File: src/verilog/fsq_pkg.sv
// package: flash sector geometry, row line sizes and program limits
package fsq_pkg;
	// banks
	localparam logic       BANK_PROG      = 1'b0;
	localparam logic       BANK_DATA      = 1'b1;
	// sector counts and select width
	localparam int         PROG_SECTORS   = 3;
	localparam int         DATA_SECTORS   = 10;
	localparam int         SEC_W          = 10;
	// byte address widths
	localparam int         PROG_AW        = 12;
	localparam int         DATA_AW        = 12;
	localparam int         ADDR_W         = 12;
	// row line of 64 bytes: index width
	localparam int         ROW_BYTES_LOG2 = 6;
	localparam int         ROW_W          = ADDR_W - ROW_BYTES_LOG2;
	localparam int         ROWS           = 64;
	// program bank sector bases (bytes): 3.75 Kbyte, 128 byte, 128 byte
	localparam logic [11:0] PROG_S1_BASE  = 12'hF00;
	localparam logic [11:0] PROG_S2_BASE  = 12'hF80;
	// data bank sector bases: 1K,1K,512,512,256,256,128 x4
	localparam logic [11:0] DATA_S1_BASE  = 12'h400;
	localparam logic [11:0] DATA_S2_BASE  = 12'h800;
	localparam logic [11:0] DATA_S3_BASE  = 12'hA00;
	localparam logic [11:0] DATA_S4_BASE  = 12'hC00;
	localparam logic [11:0] DATA_S5_BASE  = 12'hD00;
	localparam logic [11:0] DATA_S6_BASE  = 12'hE00;
	localparam logic [11:0] DATA_S7_BASE  = 12'hE80;
	localparam logic [11:0] DATA_S8_BASE  = 12'hF00;
	localparam logic [11:0] DATA_S9_BASE  = 12'hF80;
	// program limits per row line between erases
	localparam logic [1:0] PROG_LIMIT     = 2'h1;
	localparam logic [1:0] DATA_LIMIT     = 2'h2;
	// erased cell value
	localparam logic [7:0] ERASED_BYTE    = 8'h00;
	localparam logic [1:0] CNT_RESET      = 2'h0;

	typedef enum logic [1:0] {
		FSQ_IDLE  = 2'b00,
		FSQ_ERASE = 2'b01,
		FSQ_DONE  = 2'b10
	} fsq_state_t;
endpackage

File: src/verilog/fsq_cnt_mem.sv
// memory: per row line program counts, registered read data
`timescale 1ns/1ns
module fsq_cnt_mem
	import fsq_pkg::*;
(
	// clock
	input  wire logic             clk_sys,
	// access port
	input  wire logic [ROW_W:0]   addr,
	input  wire logic             we,
	input  wire logic [1:0]       wdata,
	output logic      [1:0]       rdata
);
	logic [1:0] mem [0:2*ROWS-1];

	always_ff @(posedge clk_sys) begin
		if (we) begin
			mem[addr] <= wdata;
		end
		rdata <= mem[addr];
	end
endmodule // fsq_cnt_mem

File: src/verilog/fsq_seq.sv
// flash sector erase and program bookkeeping sequencer
`timescale 1ns/1ns
module fsq_seq
	import fsq_pkg::*;
(
	// clock and reset
	input  wire logic              clk_sys,
	input  wire logic              rstn,
	// erase request
	input  wire logic              erase_req,
	input  wire logic              erase_bank,
	input  wire logic [SEC_W-1:0]  erase_sel,
	// program request
	input  wire logic              prog_req,
	input  wire logic              prog_bank,
	input  wire logic [ADDR_W-1:0] prog_addr,
	// status
	output logic                   busy,
	output logic                   erase_done,
	output logic                   prog_ok,
	output logic                   prog_err,
	output logic [1:0]             prog_count,
	output logic                   erased_zero
);
	typedef struct packed {
		fsq_state_t       st;
		logic             bank;
		logic [SEC_W-1:0] sel;
		logic [ROW_W-1:0] row;
		logic             pend;
		logic             pbank;
		logic             busy;
		logic             done;
		logic             ok;
		logic             err;
		logic [1:0]       cnt;
		logic             zero;
	} fsq_regs_t;

	fsq_regs_t  s_q;
	fsq_regs_t  s_d;
	logic [ROW_W:0] m_addr;
	logic           m_we;
	logic [1:0]     m_wdata;
	logic [1:0]     m_rdata;

	// sector index of a byte address in a bank
	function automatic logic [3:0] sector_of(input logic bank, input logic [ADDR_W-1:0] a);
		if (bank == BANK_PROG) begin
			if (a >= PROG_S2_BASE) return 4'h2;
			else if (a >= PROG_S1_BASE) return 4'h1;
			else return 4'h0;
		end
		if (a >= DATA_S9_BASE) return 4'h9;
		else if (a >= DATA_S8_BASE) return 4'h8;
		else if (a >= DATA_S7_BASE) return 4'h7;
		else if (a >= DATA_S6_BASE) return 4'h6;
		else if (a >= DATA_S5_BASE) return 4'h5;
		else if (a >= DATA_S4_BASE) return 4'h4;
		else if (a >= DATA_S3_BASE) return 4'h3;
		else if (a >= DATA_S2_BASE) return 4'h2;
		else if (a >= DATA_S1_BASE) return 4'h1;
		else return 4'h0;
	endfunction

	function automatic logic [1:0] limit_of(input logic bank);
		return (bank == BANK_PROG) ? PROG_LIMIT : DATA_LIMIT;
	endfunction

	fsq_cnt_mem u_mem (
		.clk_sys (clk_sys),
		.addr    (m_addr),
		.we      (m_we),
		.wdata   (m_wdata),
		.rdata   (m_rdata)
	);

	always_comb begin
		logic [3:0] sec;
		sec     = 4'h0;
		s_d     = s_q;
		s_d.done = 1'b0;
		s_d.ok   = 1'b0;
		s_d.err  = 1'b0;
		s_d.pend = 1'b0;
		m_addr  = {s_q.bank, s_q.row};
		m_we    = 1'b0;
		m_wdata = CNT_RESET;
		unique case (s_q.st)
			FSQ_IDLE: begin
				if (s_q.pend) begin
					// count read back one cycle after request
					if (m_rdata >= limit_of(s_q.pbank)) begin
						s_d.err = 1'b1;
						s_d.cnt = m_rdata;
					end else begin
						m_we    = 1'b1;
						m_wdata = m_rdata + 2'h1;
						s_d.ok  = 1'b1;
						s_d.cnt = m_rdata + 2'h1;
					end
					s_d.busy = 1'b0;
				end else if (erase_req && erase_sel != '0) begin
					s_d.st   = FSQ_ERASE;
					s_d.bank = erase_bank;
					s_d.sel  = (erase_bank == BANK_PROG) ? {7'h00, erase_sel[2:0]} : erase_sel;
					s_d.row  = '0;
					s_d.busy = 1'b1;
					s_d.zero = 1'b0;
				end else if (prog_req) begin
					m_addr   = {prog_bank, prog_addr[ADDR_W-1:ROW_BYTES_LOG2]};
					s_d.row  = prog_addr[ADDR_W-1:ROW_BYTES_LOG2];
					s_d.bank = prog_bank;
					s_d.pbank = prog_bank;
					s_d.pend = 1'b1;
					s_d.busy = 1'b1;
				end
			end
			FSQ_ERASE: begin
				// walk every row; rows in a selected sector are cleared whole
				sec = sector_of(s_q.bank, {s_q.row, 6'h00});
				if (s_q.sel[sec]) begin
					m_we    = 1'b1;
					m_wdata = CNT_RESET;
				end
				s_d.row = s_q.row + 1'b1;
				if (s_q.row == ROW_W'(ROWS - 1)) begin
					s_d.st = FSQ_DONE;
				end
			end
			FSQ_DONE: begin
				s_d.st   = FSQ_IDLE;
				s_d.busy = 1'b0;
				s_d.done = 1'b1;
				s_d.zero = 1'b1;
				s_d.cnt  = CNT_RESET;
			end
			default: begin
				s_d.st = FSQ_IDLE;
			end
		endcase
	end

	// counts memory is cleared by erase; after reset a full erase is expected
	always_ff @(posedge clk_sys) begin
		if (!rstn) begin
			s_q <= '{st: FSQ_IDLE, cnt: CNT_RESET, default: '0};
		end else begin
			s_q <= s_d;
		end
	end

	assign busy        = s_q.busy;
	assign erase_done  = s_q.done;
	assign prog_ok     = s_q.ok;
	assign prog_err    = s_q.err;
	assign prog_count  = s_q.cnt;
	assign erased_zero = s_q.zero;

	property p_err_limit;
		@(posedge clk_sys) disable iff (!rstn)
		prog_err |-> prog_count == limit_of(s_q.pbank);
	endproperty
	a_err_limit: assert property (p_err_limit) else $error("error without reached limit");

	property p_prog_answer;
		@(posedge clk_sys) disable iff (!rstn)
		(prog_req && !busy && !erase_req) |=> ##1 (prog_ok ^ prog_err);
	endproperty
	a_prog_answer: assert property (p_prog_answer) else $error("program request not answered");

	property p_prog_once;
		@(posedge clk_sys) disable iff (!rstn)
		(prog_ok && s_q.pbank == BANK_PROG) |-> prog_count == 2'h1;
	endproperty
	a_prog_once: assert property (p_prog_once) else $error("program bank row written twice");

	property p_data_twice;
		@(posedge clk_sys) disable iff (!rstn)
		(prog_ok && s_q.pbank == BANK_DATA) |-> prog_count <= DATA_LIMIT;
	endproperty
	a_data_twice: assert property (p_data_twice) else $error("data bank row over limit");

	property p_erase_len;
		@(posedge clk_sys) disable iff (!rstn)
		(s_q.st == FSQ_IDLE && s_d.st == FSQ_ERASE) |=> busy [*8] ##58 erase_done;
	endproperty
	a_erase_len: assert property (p_erase_len) else $error("erase length wrong");

	property p_zero_after;
		@(posedge clk_sys) disable iff (!rstn)
		erase_done |-> erased_zero && prog_count == CNT_RESET;
	endproperty
	a_zero_after: assert property (p_zero_after) else $error("erase not reading zero");

	property p_sector_map;
		@(posedge clk_sys) disable iff (!rstn)
		s_q.st == FSQ_ERASE && s_q.bank == BANK_PROG |-> s_q.sel[SEC_W-1:PROG_SECTORS] == '0;
	endproperty
	a_sector_map: assert property (p_sector_map) else $error("bad program bank sector");

	property p_data_map;
		@(posedge clk_sys) disable iff (!rstn)
		// the row at the last data sector base is cleared exactly when that sector is selected
		s_q.st == FSQ_ERASE && s_q.bank == BANK_DATA && s_q.row == DATA_S9_BASE[ADDR_W-1:ROW_BYTES_LOG2]
			|-> m_we == s_q.sel[DATA_SECTORS-1];
	endproperty
	a_data_map: assert property (p_data_map) else $error("data bank map wrong");

	c_erase: cover property (@(posedge clk_sys) disable iff (!rstn) erase_done);
	c_ok:    cover property (@(posedge clk_sys) disable iff (!rstn) prog_ok && prog_count == 2'h2);
	c_err:   cover property (@(posedge clk_sys) disable iff (!rstn) prog_err);
endmodule // fsq_seq

File: config.mk
export PLATFORM = sky130hd
export DESIGN_NAME = fsq_seq
export DESIGN_NICKNAME = d
export VERILOG_FILES = /design/src/verilog/fsq_pkg.sv /design/src/verilog/fsq_cnt_mem.sv /design/src/verilog/fsq_seq.sv
export SDC_FILE = /design/constraint.sdc
export NUM_CORES = 1
export LEC_CHECK = 0
export BUFFER_PORTS_ARGS = -buffer_cell sky130_fd_sc_hd__buf_2
export CAP_MARGIN = 20
export CORE_MARGIN = 3
export CORE_UTILIZATION = 30
export CTS_BUF_LIST = sky130_fd_sc_hd__clkbuf_2 sky130_fd_sc_hd__clkbuf_4 sky130_fd_sc_hd__clkbuf_8
export DETAILED_ROUTE_END_ITERATION = 8
export GPL_TIMING_DRIVEN = 0
export PLACE_DENSITY = 0.47
export SLEW_MARGIN = 20
export SYNTH_ARGS = -nofsm -noshare
export SYNTH_HDL_FRONTEND = slang
export SYNTH_SLANG_ARGS = --single-unit
File: constraint.sdc
create_clock -name clk_sys -period 3.9 [get_ports clk_sys]
set_clock_uncertainty 0.1 [all_clocks]
set_input_delay 0.78 -clock clk_sys [delete_from_list [all_inputs] [get_ports clk_sys]]
set_output_delay 0.78 -clock clk_sys [all_outputs]
set_load 0.005 [all_outputs]
* Word level (Yosys, flattened, before mapping)
Memories as Yosys holds them, arrays and structs flattened. A register that Yosys moved wholly into a read port is not among the register bits.
Cells that the tools add are included.
** Operators by class
- $lt $le $gt $ge :: 11
- Bitwise operators :: 4
- Multiplexer cells :: 54
- $add $sub $neg :: 2
- Reductions and logical operators :: 16
- Eq/ne operators :: 9
** Operators with widths (number)
- 12-bit greater-or-equal comparator (second input constant) :: 8
- 7-bit two-way mux :: 4
- 2-bit two-way mux :: 12
- 21-bit two-way mux :: 1
- 10-bit two-way mux :: 2
- 4-bit two-way mux :: 5
- 1-bit two-way mux :: 18
- 3-bit AND reduction :: 6
- 12-bit by 11-bit greater-or-equal comparator with 1-bit output (second input constant) :: 1
- 3-bit two-way mux :: 4
- 6-bit one-hot mux with 2 select lines :: 1
- 10-bit nonzero test :: 1
- 9-bit two-way mux :: 1
- 2-bit inequality test (second input constant) :: 4
- 6-bit by 1-bit adder with 6-bit output (second input constant) :: 1
- 6-bit equality test (second input constant) :: 1
- 6-bit two-way mux :: 1
- 3-bit one-hot mux with 2 select lines :: 1
- 2-bit nonzero test :: 3
- 4-bit by 5-bit < comparator with 1-bit output (second input constant) :: 1
- 1-bit binary-select mux with 4-bit select :: 1
- 4-bit inequality test (second input constant) :: 1
- 1-bit inverter :: 4
- 1-bit one-hot mux with 2 select lines :: 2
- 11 further kinds :: 12
** Storage, ports and cells
- Output and inout bits :: 7
- Memories :: 1
- Bits of input ports :: 28
- Word-level logic and storage cells :: 109
- Flip-flop bits (word level) :: 28
- Bits in writable memories :: 256
** Memory list
- u_mem.mem :: depth 128, bits a word 2, rd ports 1, clocked after Yosys merged registers in 1, wr ports 1, RTL line fsq_cnt_mem.sv:14 : logic [1:0] mem [0:2*ROWS-1];

* Logic depth before layout (Yosys ltp)
- Depth after elaboration :: 18
- Gate-level depth with buffers :: 13
- Depth with buffers taken out :: 11

* Modules after synthesis
Synthesis repeated with hierarchy kept, for this count alone.
** Second synthesis, totals
- Cells, all modules :: 963
- Area total of the unflattened synthesis :: 12408.2 sq um
** Modules (own cells, without submodules)
- fsq_cnt_mem :: area each 10765.3 sq um, times used 1, seq. area each 7727.4 sq um, cells an instance 742
- fsq_seq :: area each 1642.8 sq um, times used 1, seq. area each 560.5 sq um, cells an instance 221

* Least setup slack after synthesis
Ideal clock, no wire load.
- Kind :: input-to-reg
- From :: input erase_sel[6]
- To :: memory u_mem.mem[106][0] (enable)
- Path slack :: 0.161 ns
- Buffers on the path :: 4
- Data required time :: 3.502 ns
- Setup time :: 0.298 ns
- Stages on the path :: 10
- Data arrival time :: 3.341 ns
- Cells stage by stage :: or4_4 -> o41a_1 -> or4_1 -> o31ai_2 -> buf_6 -> buf_12 -> buf_6 -> and2b_1 -> clkbuf_1 -> and2_1
** On the way
- Longest elaborated chain between the ends :: 5
** RTL lines
- start: declaration :: RTL line fsq_seq.sv:12 : input wire logic [SEC_W-1:0] erase_sel,
- 10-bit nonzero test :: RTL line fsq_seq.sv:103 : end else if (erase_req && erase_sel != '0) begin
- 1-bit logical AND :: RTL line fsq_seq.sv:103
- 7-bit two-way mux :: RTL line fsq_seq.sv:103
- 7-bit two-way mux :: RTL line fsq_seq.sv:91 : if (s_q.pend) begin
- 7-bit two-way mux :: RTL line fsq_seq.sv:89 : unique case (s_q.st)
- end: declaration :: RTL line fsq_cnt_mem.sv:14
Every way passes these cells.

* Worst setup path after layout
- From :: input erase_sel[0]
- To :: register u_mem.rdata[1] (read register of u_mem.mem)
** On the way
- Longest elaborated chain between the ends :: 5
** RTL lines
- 10-bit nonzero test :: RTL line fsq_seq.sv:103
- 1-bit logical AND :: RTL line fsq_seq.sv:103
- 7-bit two-way mux :: RTL line fsq_seq.sv:103
- 7-bit two-way mux :: RTL line fsq_seq.sv:91
- 7-bit two-way mux :: RTL line fsq_seq.sv:89
- end: declaration :: RTL line fsq_cnt_mem.sv:12 : output logic [1:0] rdata
Every way passes these cells.
A chain may end at the register's enable or synchronous reset.

==> results.ini <==
[status]
status = finished with violations
violations = negative setup slack

[sta]
finalHoldViolCount = 0
fmax_mhz = 251
setup_ws_ns = -0.0769
worstMarginPinSlew_ns = 1.03
min_period_ns = 3.98
finalCritPeriodShare_pct = 102
rsz0062_at_grt = yes
relSlewSlack_pct = 30.0
drv_slew = 0
setup_viol = 2

[floorplan]
coreArea_mm2 = 0.0420
io-pin-count = 35
die-area_mm2 = 0.0452
die_height_um = 212
die_x_um = 212
rows = 75
start_util_pct = 30.4

[global_route]
grtUsageMet2_pct = 30.8
grt_max_degree = 66
grt_pass1_vias = 9188
grtUsageTotal_pct = 19.7
use_met3_pct = 5.16
grt_antenna_before_repair = 2
grt_overflow_total = 0
grt_pass1_wl_um = 63700
met1_usage_pct = 26.5
grt.busiest_layer = met2

[worst_setup_path]
worstPathMaxFanout = 10
path_class = primary input to flop
r2r_setup_slack_ns = 0.03
cp-end-kind = flop
reg2reg_depth = 12
start_kind = primary input
r2r_end = u_mem.rdata[1]$_DFF_P_
r2r_start = s_q[26]$_SDFFE_PN0P_
cp.required_ns = 4.27
crit_arrival_ns = 4.35

[yosys]
synthCells = 979
synth_top_flop_cell = edfxtp_1
async_reset_ff_share_pct = 0
synth_edf_count = 256
synth_nets = 1013
synthesis.area_mm2 = 0.0128
ys_seq_area_share_pct = 64.8
ys_ff_latch = 286
ys_types = 67
avgSynthCellArea_um2 = 13.1
synth-warning-count = 0

[detailed_routing]
drt_wl_total_um = 44900
drtPass1Iterations = 5
routedWlPerCell_um = 27.2
drc_errors = 0
via_per_inst = 5.58
drtAntennaViolNets = 0
num_vias = 9200
drtIter0Drc = 921

[clock_network]
clkSlewWorstSetupHoldPaths_ns = 0.06
cts_num_sinks = 286
numCtsBuffers = 50
ctsHoldBuffers = 0
h-tree-depth = 2
clk_latency_ns = 0.61
cts_tree = built
clock_tree.root_cell = clkbuf_8
clockBufferDepth = 3

[min_path]
min_path_type = primary input to flop
hold_path_depth = 3
holdCritStartpoint = erase_sel[0]
holdPathEnd = s_q[15]$_SDFFE_PN0P_

[place]
place.gp.congestion = 0.847
dp.cells = 1548
dp_hpwl_um = 28500
place_area_mm2 = 0.0137
portBuffers = 26

[power]
vdd_drop_max_mv = 0.234
p_leak_nw = 5.20
power.total_mw = 6.67
power.density_mw_per_mm2 = 441

[layout]
fin_cells = 1649
drive_above_1_share_pct = 19.4
layout_commonest_cell = edfxtp_1
final_cell_mix = edfxtp_1, and2_1, a22oi_1
register_area_mm2 = 0.00829
finalInstanceArea_mm2 = 0.0151
multi_input_area_mm2 = 0.00436
areaGrowthSynthToFinish_pct = 18.1
final_nets = 1111
utilization_pct = 35.9
n_fill_cell = 4147

[flow_run]
maxCapViolCount = 0

## report_power, final
group / total (mW) / internal (mW) / switching, mW
Clock: 2.67 / 1.42 / 1.25
Sequential: 3.35 / 3.33 / 0.0176
Combinational: 0.642 / 0.200 / 0.442
## synth_stat cells (16+ instances only)
cell,instances,area [um^2]
nor2b_1,16,100
nand3_1,16,80.1
nor2_1,51,191
clkbuf_1,31,116
a22oi_1,69,518
buf_2,19,95.1
a211oi_1,16,120
nand2_1,36,135
a31oi_1,30,188
a222oi_1,18,180
dfxtp_1,30,601
mux2i_1,37,370
nor3_1,37,185
edfxtp_1,256,7690
and2_1,131,820
## worst max path at each step
stage | slack [ns] | start | cells past startpoint | endpoint
finish | -0.08 | erase_sel[0] | 12 | u_mem.rdata[1]$_DFF_P_
CTS | 0.001 | erase_sel[0] | 13 | u_mem.rdata[1]$_DFF_P_
global route | -0.08 | s_q[26]$_SDFFE_PN0P_ | 12 | u_mem.rdata[0]$_DFF_P_
floorplan | 0.16 | erase_sel[6] | 10 | u_mem.mem[106][0]$_DFFE_PP_
detailed placement | -1.86 | erase_sel[0] | 10 | u_mem.mem[32][0]$_DFFE_PP_
global placement | -2.25 | s_q[7]$_SDFFE_PN0P_ | 6 | u_mem.mem[43][0]$_DFFE_PP_
## sequential cells by signal (all words and copies together) (netlist names)
register,cells
erased_zero,1
prog_count,2
busy,1
erase_done,1
u_mem.rdata,2
prog_err,1
s_q,21
prog_ok,1
u_mem.mem,256
## routing by layer
layer	wire, um	vias to the layer above
li1	-	4020
met1	19400	4657
met2	20100	424
met3	3980	99
met4	1410	0
met5	0	-
## final cells by class
type | count | share of cell area (%)
Clock inverter | 15 | 0.712
Buffer | 65 | 2.95
Antenna cell | 2 | 0.0331
Clock buffer | 68 | 5.45
Sequential cell | 286 | 54.9
Multi-Input combinational cell | 616 | 28.9
Tap cell | 539 | 4.46
Timing Repair Buffer | 47 | 2.38
Inverter | 11 | 0.273
## cells by family after synthesis
logic type | Yosys count | synth area share (%)
and+or+nand+nor | 341 | 14.7
DFF | 286 | 64.8
AOI/OAI and AO/OA | 229 | 13.7
buffers and inverters | 77 | 3.04
muxes | 38 | 2.98
adders and majority gates | 6 | 0.587
xor gates and xnor gates | 2 | 0.137
## through the flow
stage          hold slack (ns)  setup slack (ns)  TNS, ns
6_report                 0.335           -0.0769   -0.118
5_1_grt                  0.359           -0.0828   -0.156
4_1_cts                  0.308           0.00133        0
3_5_place_dp             0.354             -1.86  -339.17
3_3_place_gp             0.352             -2.25  -887.72
2_1_floorplan            0.340             0.161        0
## critical path: stages
cell and delay [ns]:
buf_2 0.10, or4_4 0.56, o41ai_4 0.28, buf_4 0.19, nand2_2 0.13, buf_2 0.25
a31oi_1 0.50, buf_2 0.49, a31oi_1 0.11, or4_1 0.55, o22ai_2 0.28, nor3b_4 0.11
## timing repair
item | CTS | global route
setup buffers | 12 | 5
pin swaps | 6 | 2
setup endpoints to repair | 258 | 133
resized for setup | 86 | 13
No activity file was read; power rests on OpenSTA's default activity.
